## src/asu_defs.vh

```
// register map, field positions, encodings and reset values of the subtract unit
`ifndef ASU_DEFS_VH
`define ASU_DEFS_VH

`define ASU_A_CTRL 8'h00
`define ASU_A_CMD 8'h04
`define ASU_A_LONGW 8'h08
`define ASU_A_DATA 8'h0C
`define ASU_A_ACC 8'h10
`define ASU_A_STAT 8'h14
`define ASU_A_REPT 8'h18
`define ASU_A_PTR 8'h1C
`define ASU_A_PC 8'h20
`define ASU_A_ADDR 8'h24
`define ASU_A_CYC 8'h28
`define ASU_A_AUX 8'h40

`define ASU_F_SXM 0
`define ASU_F_OVM 1
`define ASU_F_PEXT 2
`define ASU_F_OEXT 3
`define ASU_F_SHARE 4
`define ASU_F_P_HI 11
`define ASU_F_P_LO 8
`define ASU_F_D_HI 15
`define ASU_F_D_LO 12

`define ASU_F_FORM_HI 2
`define ASU_F_FORM_LO 0
`define ASU_F_SH_HI 6
`define ASU_F_SH_LO 3
`define ASU_F_SH16 7
`define ASU_F_K_HI 15
`define ASU_F_K_LO 8
`define ASU_F_UPD_HI 18
`define ASU_F_UPD_LO 16
`define ASU_F_NAR_HI 21
`define ASU_F_NAR_LO 19
`define ASU_F_NEN 22

`define ASU_S_CARRY 0
`define ASU_S_OV 1
`define ASU_S_BUSY 2
`define ASU_S_NOREP 3

`define ASU_FM_DIR 3'h0
`define ASU_FM_IND 3'h1
`define ASU_FM_SHORT 3'h2
`define ASU_FM_LONG 3'h3
`define ASU_FM_BORROW 3'h4

`define ASU_U_NONE 3'h0
`define ASU_U_INC 3'h1
`define ASU_U_DEC 3'h2
`define ASU_U_ADD0 3'h3
`define ASU_U_SUB0 3'h4
`define ASU_U_BRADD 3'h5
`define ASU_U_BRSUB 3'h6

`define ASU_RST_CTRL 16'h0000
`define ASU_RST_CARRY 1'b1
`define ASU_RST_PC 16'h0000

`endif

```

## src/asu_sub_unit.v

```verilog
// accumulator subtract datapath with apb register access
// Functional notes
// - direct/indirect: acc minus memory word shifted left 0..15
// - sixteen-place encoding shifts memory word left by 16
// - short form: unsigned 8-bit, no shift, no sign extension, not repeatable
// - long form: 16-bit second word, shifted, subtracted from acc
// - vacated low bits of shifted operand are zero
// - upper bits sign-extended when sign extend mode set, else zero
// - unshifted-16 subtract: borrow clears carry, no borrow sets it
// - shift-16 subtract: borrow clears carry, otherwise carry unchanged
// - all forms update overflow and carry; saturate mode governs overflow
// - single direct/indirect cycle counts: 1, 2 shared, 1+d, 1+p, 2+d+p
// - repeated: n, n+1 shared, n+nd, n+p, n+1+p+nd
// - short form takes 1 cycle, or 1+p with external program
// - long form is two words, 2 cycles or 2+2p
// - borrow op: acc minus memory word minus inverted carry
// - borrow op ignores sign extension, saturation and flags still apply
// - borrow op: carry cleared on borrow, set otherwise
// - borrow op cycles: 1, 2 shared, 1+d, 1+p, 2+d+p
// - direct address: 7 low bits joined with page pointer
// - optional next pointer index loaded into pointer select after use
// - pointer updates: none, inc, dec, add, sub, bit-reversed add/sub
//
// The APB register port and the placing of the registers are this design's own decisions.
`timescale 1ns/1ps
`include "asu_defs.vh"

module asu_sub_unit (
  // clock and reset
  input wire CLK_I,
  input wire RESETN_I,
  // apb slave
  input wire PSEL_I,
  input wire PENABLE_I,
  input wire PWRITE_I,
  input wire [7:0] PADDR_I,
  input wire [31:0] PWDATA_I,
  output reg [31:0] PRDATA_O,
  output reg PREADY_O,
  output reg PSLVERR_O,
  // status
  output reg BUSY_O
);

  // one-hot engine states; the run bit doubles as the busy flag
  localparam S_IDLE = 2'b01;
  localparam S_RUN = 2'b10;

  // widen then shift; shift brings in zeros at the bottom
  function [31:0] asu_shift;
    input [15:0] v;
    input [4:0] s;
    input sx;
    reg [31:0] e;
    begin
      e = sx ? {{16{v[15]}}, v} : {16'h0000, v};
      asu_shift = e << s;
    end
  endfunction

  function [15:0] asu_rev;
    input [15:0] v;
    integer i;
    begin
      for (i = 0; i < 16; i = i + 1) begin
        asu_rev[i] = v[15 - i];
      end
    end
  endfunction

  // indirect forms take the operand address from the selected pointer
  function asu_is_ind;
    input [2:0] fm;
    input b15;
    begin
      asu_is_ind = (fm == `ASU_FM_IND) || (fm == `ASU_FM_BORROW && b15);
    end
  endfunction

  // instruction words; only the long form carries a second word
  function [15:0] asu_words;
    input [2:0] fm;
    begin
      asu_words = (fm == `ASU_FM_LONG) ? 16'h0002 : 16'h0001;
    end
  endfunction

  // pointer update after the address has been used
  function [15:0] asu_ptr;
    input [15:0] a;
    input [15:0] i0;
    input [2:0] code;
    begin
      case (code)
        `ASU_U_INC: asu_ptr = a + 16'h0001;
        `ASU_U_DEC: asu_ptr = a - 16'h0001;
        `ASU_U_ADD0: asu_ptr = a + i0;
        `ASU_U_SUB0: asu_ptr = a - i0;
        `ASU_U_BRADD: asu_ptr = asu_rev(asu_rev(a) + asu_rev(i0));
        `ASU_U_BRSUB: asu_ptr = asu_rev(asu_rev(a) - asu_rev(i0));
        default: asu_ptr = a;
      endcase
    end
  endfunction

  // total cycles of one instruction, repeat included
  function [15:0] asu_cycles;
    input [2:0] fm;
    input [7:0] n;
    input pe;
    input oe;
    input sh;
    input [3:0] p;
    input [3:0] d;
    reg [15:0] nn;
    reg [15:0] pp;
    reg [15:0] dd;
    begin
      nn = {8'h00, n};
      pp = {12'h000, p};
      dd = {12'h000, d};
      if (fm == `ASU_FM_SHORT) begin
        asu_cycles = pe ? 16'h0001 + pp : 16'h0001;
      end else if (fm == `ASU_FM_LONG) begin
        asu_cycles = pe ? 16'h0002 + pp + pp : 16'h0002;
      end else if (n <= 8'h01) begin
        if (oe && pe) asu_cycles = 16'h0002 + dd + pp;
        else if (oe) asu_cycles = 16'h0001 + dd;
        else if (pe) asu_cycles = 16'h0001 + pp;
        else if (sh) asu_cycles = 16'h0002;
        else asu_cycles = 16'h0001;
      end else begin
        if (oe && pe) asu_cycles = nn + 16'h0001 + pp + nn * dd;
        else if (oe) asu_cycles = nn + nn * dd;
        else if (pe) asu_cycles = nn + pp;
        else if (sh) asu_cycles = nn + 16'h0001;
        else asu_cycles = nn;
      end
    end
  endfunction

  // reset release through two flops
  reg rst_meta;
  reg rst_n;
  always @(posedge CLK_I or negedge RESETN_I) begin
    if (!RESETN_I) begin
      rst_meta <= 1'b0;
      rst_n <= 1'b0;
    end else begin
      rst_meta <= 1'b1;
      rst_n <= rst_meta;
    end
  end

  // software visible state
  reg [15:0] ctrl;
  reg [31:0] cmd;
  reg [15:0] longw;
  reg [15:0] data;
  reg [31:0] acc;
  reg carry;
  reg ovf;
  reg norep;
  reg [7:0] rept;
  reg [8:0] page;
  reg [2:0] pointer_select;
  reg [15:0] pc;
  reg [15:0] addr;
  reg [15:0] cyc_taken;
  reg [15:0] aux [0:7];
  // execution state
  reg [1:0] state;
  reg [15:0] cyc_left;
  reg [7:0] reps;

  // fields of the held instruction and the mode bits
  wire [2:0] form = cmd[`ASU_F_FORM_HI:`ASU_F_FORM_LO];
  wire sh16 = cmd[`ASU_F_SH16];
  wire sign_extend_mode = ctrl[`ASU_F_SXM];
  wire saturate_enable = ctrl[`ASU_F_OVM];
  wire [2:0] wform = PWDATA_I[`ASU_F_FORM_HI:`ASU_F_FORM_LO];
  wire busy = state[1];

  // apb decode; write takes effect at the edge where pready is seen
  wire acc_phase = PSEL_I & PENABLE_I;
  wire take = acc_phase & PREADY_O;
  wire [7:0] wa = PADDR_I;
  wire is_aux = (wa[7:5] == 3'h2) && (wa[1:0] == 2'b00);
  wire mapped = is_aux || (wa[1:0] == 2'b00 && wa <= `ASU_A_CYC);
  // every write is refused while the engine runs; writes to the address and cycle registers are always refused
  wire ro_reg = (wa == `ASU_A_ADDR) || (wa == `ASU_A_CYC);
  wire bad = !mapped || (PWRITE_I && (busy || ro_reg));
  // the refusal is judged in the first access cycle and registered;
  // the write edge obeys the same verdict that PSLVERR_O reports, even
  // if the engine went idle in between
  wire do_wr = take & PWRITE_I & ~PSLVERR_O;
  wire start_cmd = do_wr & (wa == `ASU_A_CMD);
  // indirect operand of the current instruction
  wire ind_form = asu_is_ind(form, cmd[`ASU_F_K_HI]);

  // operand address of the current iteration
  reg [15:0] ea;
  reg [31:0] op;
  reg bin;
  reg [32:0] diff;
  reg vflag;
  reg [31:0] res;
  reg next_carry;
  always @* begin
    if (ind_form) begin
      ea = aux[pointer_select];
    end else begin
      ea = {page, cmd[`ASU_F_K_HI - 1:`ASU_F_K_LO]};
    end
    case (form)
      `ASU_FM_SHORT: op = {24'h000000, cmd[`ASU_F_K_HI:`ASU_F_K_LO]};
      `ASU_FM_LONG: op = asu_shift(longw, {1'b0, cmd[`ASU_F_SH_HI:`ASU_F_SH_LO]}, sign_extend_mode);
      `ASU_FM_BORROW: op = {16'h0000, data};
      default: op = sh16 ? asu_shift(data, 5'h10, sign_extend_mode)
        : asu_shift(data, {1'b0, cmd[`ASU_F_SH_HI:`ASU_F_SH_LO]}, sign_extend_mode);
    endcase
    bin = (form == `ASU_FM_BORROW) ? ~carry : 1'b0;
    diff = {1'b0, acc} - {1'b0, op} - {32'h00000000, bin};
    vflag = (acc[31] ^ op[31]) & (diff[31] ^ acc[31]);
    // saturate toward the sign the operands implied
    if (saturate_enable && vflag) begin
      res = acc[31] ? 32'h80000000 : 32'h7FFFFFFF;
    end else begin
      res = diff[31:0];
    end
    if (sh16 && (form == `ASU_FM_DIR || form == `ASU_FM_IND)) begin
      next_carry = diff[32] ? 1'b0 : carry;
    end else begin
      next_carry = ~diff[32];
    end
  end

  // register file and execution engine share one process for single drivers
  integer k;
  always @(posedge CLK_I or negedge rst_n) begin
    if (!rst_n) begin
      ctrl <= `ASU_RST_CTRL;
      cmd <= 32'h00000000;
      longw <= 16'h0000;
      data <= 16'h0000;
      acc <= 32'h00000000;
      carry <= `ASU_RST_CARRY;
      ovf <= 1'b0;
      norep <= 1'b0;
      rept <= 8'h00;
      page <= 9'h000;
      pointer_select <= 3'h0;
      pc <= `ASU_RST_PC;
      addr <= 16'h0000;
      cyc_taken <= 16'h0000;
      state <= S_IDLE;
      cyc_left <= 16'h0000;
      reps <= 8'h00;
      for (k = 0; k < 8; k = k + 1) begin
        aux[k] <= 16'h0000;
      end
    end else begin
      case (state)
        S_IDLE: begin
          if (start_cmd) begin
            cmd <= PWDATA_I;
            // program counter steps before any arithmetic
            pc <= pc + asu_words(wform);
            cyc_left <= asu_cycles(wform, rept, ctrl[`ASU_F_PEXT], ctrl[`ASU_F_OEXT],
              ctrl[`ASU_F_SHARE], ctrl[`ASU_F_P_HI:`ASU_F_P_LO],
              ctrl[`ASU_F_D_HI:`ASU_F_D_LO]);
            cyc_taken <= 16'h0000;
            // short and long forms run once whatever the repeat count
            if (wform == `ASU_FM_SHORT || wform == `ASU_FM_LONG || rept <= 8'h01) begin
              reps <= 8'h01;
            end else begin
              reps <= rept;
            end
            norep <= (wform == `ASU_FM_SHORT) && (rept > 8'h01);
            state <= S_RUN;
          end
        end
        S_RUN: begin
          cyc_left <= cyc_left - 16'h0001;
          cyc_taken <= cyc_taken + 16'h0001;
          // iterations fall in the last cycles; wait states come first
          if ({8'h00, reps} >= cyc_left && reps != 8'h00) begin
            reps <= reps - 8'h01;
            acc <= res;
            carry <= next_carry;
            ovf <= ovf | vflag;
            addr <= ea;
            if (ind_form) begin
              aux[pointer_select] <= asu_ptr(aux[pointer_select], aux[0], cmd[`ASU_F_UPD_HI:`ASU_F_UPD_LO]);
              if (cmd[`ASU_F_NEN]) begin
                pointer_select <= cmd[`ASU_F_NAR_HI:`ASU_F_NAR_LO];
              end
            end
          end
          if (cyc_left <= 16'h0001) begin
            state <= S_IDLE;
          end
        end
        default: state <= S_IDLE;
      endcase
      // plain register writes, only accepted while idle
      if (do_wr) begin
        if (is_aux) aux[wa[4:2]] <= PWDATA_I[15:0];
        case (wa)
          `ASU_A_CTRL: ctrl <= PWDATA_I[15:0];
          `ASU_A_LONGW: longw <= PWDATA_I[15:0];
          `ASU_A_DATA: data <= PWDATA_I[15:0];
          `ASU_A_ACC: acc <= PWDATA_I;
          `ASU_A_STAT: begin
            carry <= PWDATA_I[`ASU_S_CARRY];
            if (PWDATA_I[`ASU_S_OV]) ovf <= 1'b0;
            if (PWDATA_I[`ASU_S_NOREP]) norep <= 1'b0;
          end
          `ASU_A_REPT: rept <= PWDATA_I[7:0];
          `ASU_A_PTR: begin
            page <= PWDATA_I[8:0];
            pointer_select <= PWDATA_I[18:16];
          end
          `ASU_A_PC: pc <= PWDATA_I[15:0];
          default: ;
        endcase
      end
    end
  end

  // read mux
  reg [31:0] rd;
  always @* begin
    rd = 32'h00000000;
    if (is_aux) begin
      rd = {16'h0000, aux[wa[4:2]]};
    end else begin
      case (wa)
        `ASU_A_CTRL: rd = {16'h0000, ctrl};
        `ASU_A_CMD: rd = cmd;
        `ASU_A_LONGW: rd = {16'h0000, longw};
        `ASU_A_DATA: rd = {16'h0000, data};
        `ASU_A_ACC: rd = acc;
        `ASU_A_STAT: rd = {28'h0000000, norep, busy, ovf, carry};
        `ASU_A_REPT: rd = {24'h000000, rept};
        `ASU_A_PTR: rd = {13'h0000, pointer_select, 7'h00, page};
        `ASU_A_PC: rd = {16'h0000, pc};
        `ASU_A_ADDR: rd = {16'h0000, addr};
        `ASU_A_CYC: rd = {16'h0000, cyc_taken};
        default: rd = 32'h00000000;
      endcase
    end
  end

  // one wait state per access keeps all apb outputs registered
  // read data is zero outside its cycle so a stale word never leaks
  always @(posedge CLK_I or negedge rst_n) begin
    if (!rst_n) begin
      PREADY_O <= 1'b0;
      PSLVERR_O <= 1'b0;
      PRDATA_O <= 32'h00000000;
      BUSY_O <= 1'b0;
    end else begin
      PREADY_O <= acc_phase & ~PREADY_O;
      PSLVERR_O <= acc_phase & ~PREADY_O & bad;
      PRDATA_O <= (acc_phase & ~PREADY_O & ~PWRITE_I) ? rd : 32'h00000000;
      BUSY_O <= (state == S_RUN) ? (cyc_left > 16'h0001) : start_cmd;
    end
  end

endmodule // asu_sub_unit

```

## config.mk

```make
export PLATFORM = sky130hd
export DESIGN_NAME = asu_sub_unit
export DESIGN_NICKNAME = d
export VERILOG_FILES = /design/src/asu_sub_unit.v
export VERILOG_INCLUDE_DIRS = /design/src /design/src/src
export SDC_FILE = /design/constraint.sdc
export NUM_CORES = 2
export LEC_CHECK = 0
export BUFFER_PORTS_ARGS = -buffer_cell sky130_fd_sc_hd__buf_2
export CAP_MARGIN = 20
export CELL_PAD_IN_SITES_DETAIL_PLACEMENT = 0
export CELL_PAD_IN_SITES_GLOBAL_PLACEMENT = 1
export CORE_AREA = 2 2 258 234
export DETAILED_ROUTE_END_ITERATION = 10
export DIE_AREA = 0 0 260 236
export PLACE_DENSITY_LB_ADDON = 0.1
export SYNTH_ARGS = -nofsm -noshare
export SYNTH_HDL_FRONTEND = slang
export SYNTH_SLANG_ARGS = --single-unit
```

## constraint.sdc

```tcl
create_clock -name CLK_I -period 25.7 [get_ports CLK_I]
set_input_delay 0 -clock CLK_I [delete_from_list [all_inputs] [get_ports CLK_I]]
set_output_delay 0 -clock CLK_I [all_outputs]
set_load 0.02 [all_outputs]
```

==> summary.txt <==
Outcome: finished clean
Worst Clk Skew: 55.8 ps
Distinct cells, synth: 92
Cell area after synthesis: 0.0308 mm2
Power Total: 1380 uW
Final hold vios: 0
Nets: 3920
PD cells: 40.6 mW/mm2
Tcrit/Tclk final: 25.7%
Top-area cell type share of the netlist area: 30.2%
CTS H-tree lvls: 2
Core area: 0.0590 mm2
Fill cell count: 5391
# DRC: 0
Largest net degree at the start of global routing: 157
Syn Inst Count: 3666
CTS resizes: 0
CP required: 26210 ps
Iteration-0 DRC Markers: 3857
Die outline width: 260 um
Pre-Repair DR Iteration Count: 7
Max-cap violations: 0
CTS tree: done
Mean post-synth cell area: 8.41 um2
Syn Nets: 3914
Async SR Flop Fraction: 100%
Final worst path period need: 6610 ps
Clock sinks: 374
Die ar.: 0.0614 mm2
Share of layout cells above drive strength 1: 12.3%
Clock Latency Late Sink: 630 ps
Synth Register Bits: 374
Seq/Total Area, Yosys: 30.4%
Peak supply drop: 54.6 uV
Number of global-route vias before repair: 29400
Routed Antenna Nets: 0
Synth Flop Type: dfrtp_1
Die height: 236 um
First-pass GRT wire length: 186000 um
Leak: 0.0147 uW
Row count: 85
FMAX: 151 MHz
Total Routed Length: 124000 um
Maximum fanout along the worst path: 14
Setup TNS Final: 0 ps
# diodes: 0
CTS Buf Count: 44
Hold/Removal Path Class: in2reg
Area leader, netlist: dfrtp_1
Final slew viol count: 0
Routability cong.: 1.01
Setup violations, final: 0
Starting Density: 52.2%
# port buffers: 79
Worst-path clk slew: 70 ps
Arr. time, crit path: 7120 ps
Root Driver: clkbuf_16
Ports: 80
Vias per cell: 6.81
GRT overflow: 0
Unrepaired setup endpoints after global routing: false
Critical Path Sink Type: flip-flop
Drt wl/cell: 27.6 um
Vias: 30600
Commonest non-fill, non-tap cell in the layout: nand2_1
Commonest cells after routing, fill and taps aside: nand2_1 (429), dfrtp_1 (368), nor2_1 (297)
Initial antenna violation count: 7
Startpoint Class: flip-flop
Detailed placement HPWL: 88800 um
Gr usage total: 39.9%
Synth warn: 0
Clk buf depth: 3
Worst Setup Path Type: reg2reg
Top post-synthesis cells by area: dfrtp_1 (30%), ha_1 (7.2%), nand2_1 (5.2%), o21ai_0 (4.5%), mux2_2 (4.1%)
Slew HR: 17.2%
Slew @ Worst Pin: 1230 ps
Number of enable flip-flop cells after synthesis: 0
Area growth syn-to-layout: 10.2%
[metrics by stage]
step | instances | cell area, um2 | hold slack, ps | worst slack [ps] | utilization (%)
4_1_cts | 4485 | 33900 | 13.8 | 19230 | 57.5
3_5_place_dp | 4364 | 31900 | -211 | 19280 | 54.1
3_3_place_gp | 4364 | 31900 | -216 | 19430 | 54.1
2_1_floorplan | 3666 | 30800 | -296 | 14510 | -
5_1_grt | 4489 | 34000 | 46.9 | 18580 | 57.6
6_report | 4489 | 34000 | 65.5 | 19090 | 57.6
[path summary, 6_finish.rpt]
| check | start | to | slack (ps) | depth (start not counted) |
|---|---|---|---|---|
| setup / recovery | cmd[1] | acc[20] | 19090 | 18 |
| hold / removal | PWDATA_I[0] | cmd[0] | 70 | 3 |
| hold reg to reg | rst_meta | rst_n | 360 | 0 |
| max in group asynchronous | rst_n | cmd[4] | 22610 | 3 |
| setup reg to reg | cmd[1] | acc[20] | 19090 | 18 |
| min in group asynchronous | RESETN_I | rst_n | 210 | 3 |
[worst max-delay path, cell delays in order, from the launching register on]
cell	delay, ps
dfrtp_1	480
nor2b_1	730
nand2_1	410
or2_2	440
a2bb2oi_1	160
a21oi_1	180
fa_1	470
ha_1	210
or2_2	310
fa_1	450
nand2b_1	180
a2111oi_0	670
o21ai_0	310
a21oi_1	460
o21bai_1	180
o31ai_1	340
mux2i_1	220
o21ai_0	100
a31oi_1	210
[power by group]
part	total [uW]	internal (uW)	switching, uW
Clock	692	406	286
Sequential	597	591	6.11
Combinational	90.8	27.7	63.0
[timing repair]
item | CTS | global route
hold buffers | 41 | 0
endpoints found under the hold margin | 172 | 0
setup buffers | 0 | 0
[cells by family after synthesis]
| family | count (synthesis) | synth area share, % |
|---|---|---|
| and+or+nand+nor | 1169 | 17.9 |
| AOI/OAI and AO/OA | 1112 | 23.4 |
| buffers and inverters | 451 | 5.60 |
| DFF | 374 | 30.4 |
| muxes | 255 | 11.0 |
| adders and majority gates | 203 | 8.87 |
| xor gates and xnor gates | 101 | 2.87 |
| other | 1 | 0.0122 |
[cells in the mapped netlist, types with 61 or more instances]
| master | count |
|---|---|
| a22oi_1 | 75 |
| xnor2_1 | 61 |
| o21ai_0 | 278 |
| clkbuf_1 | 198 |
| a21oi_1 | 249 |
| dfrtp_1 | 372 |
| mux2i_1 | 87 |
| mux2_2 | 113 |
| ha_1 | 177 |
| inv_1 | 209 |
| nor3_1 | 79 |
| nor2_1 | 299 |
| nand3_1 | 84 |
| nand2_1 | 429 |
[layout make-up]
class                      count  area, um2  share of cell area [%]
multi-input combinational   2841      19800                    58.4
sequential                   374       9370                    27.6
timing repair buffer         198       1420                    4.18
clock buffer                  61       1250                    3.69
tap                          783        980                    2.88
inverter                     213        800                    2.35
clock inverter                19        324                   0.954
[metal layers]
| metal | vias to the layer above | share of wire (%) | GRT usage (%) |
|---|---|---|---|
| met4 | 8 | 4.0 | 14.5 |
| met2 | 1893 | 41 | 56.0 |
| met3 | 304 | 13 | 13.7 |
| met1 | 15000 | 42 | 56.7 |
| li1 | 13400 | - | - |
| met5 | - | 0.040 | 0 |
[sequential cells by signal, indices dropped and copies added, names as in the netlist, 32 cells and up]
signal / count
aux: 128
PRDATA_O: 32
acc: 32
cmd: 32
(Power assumes the default switching activity.)
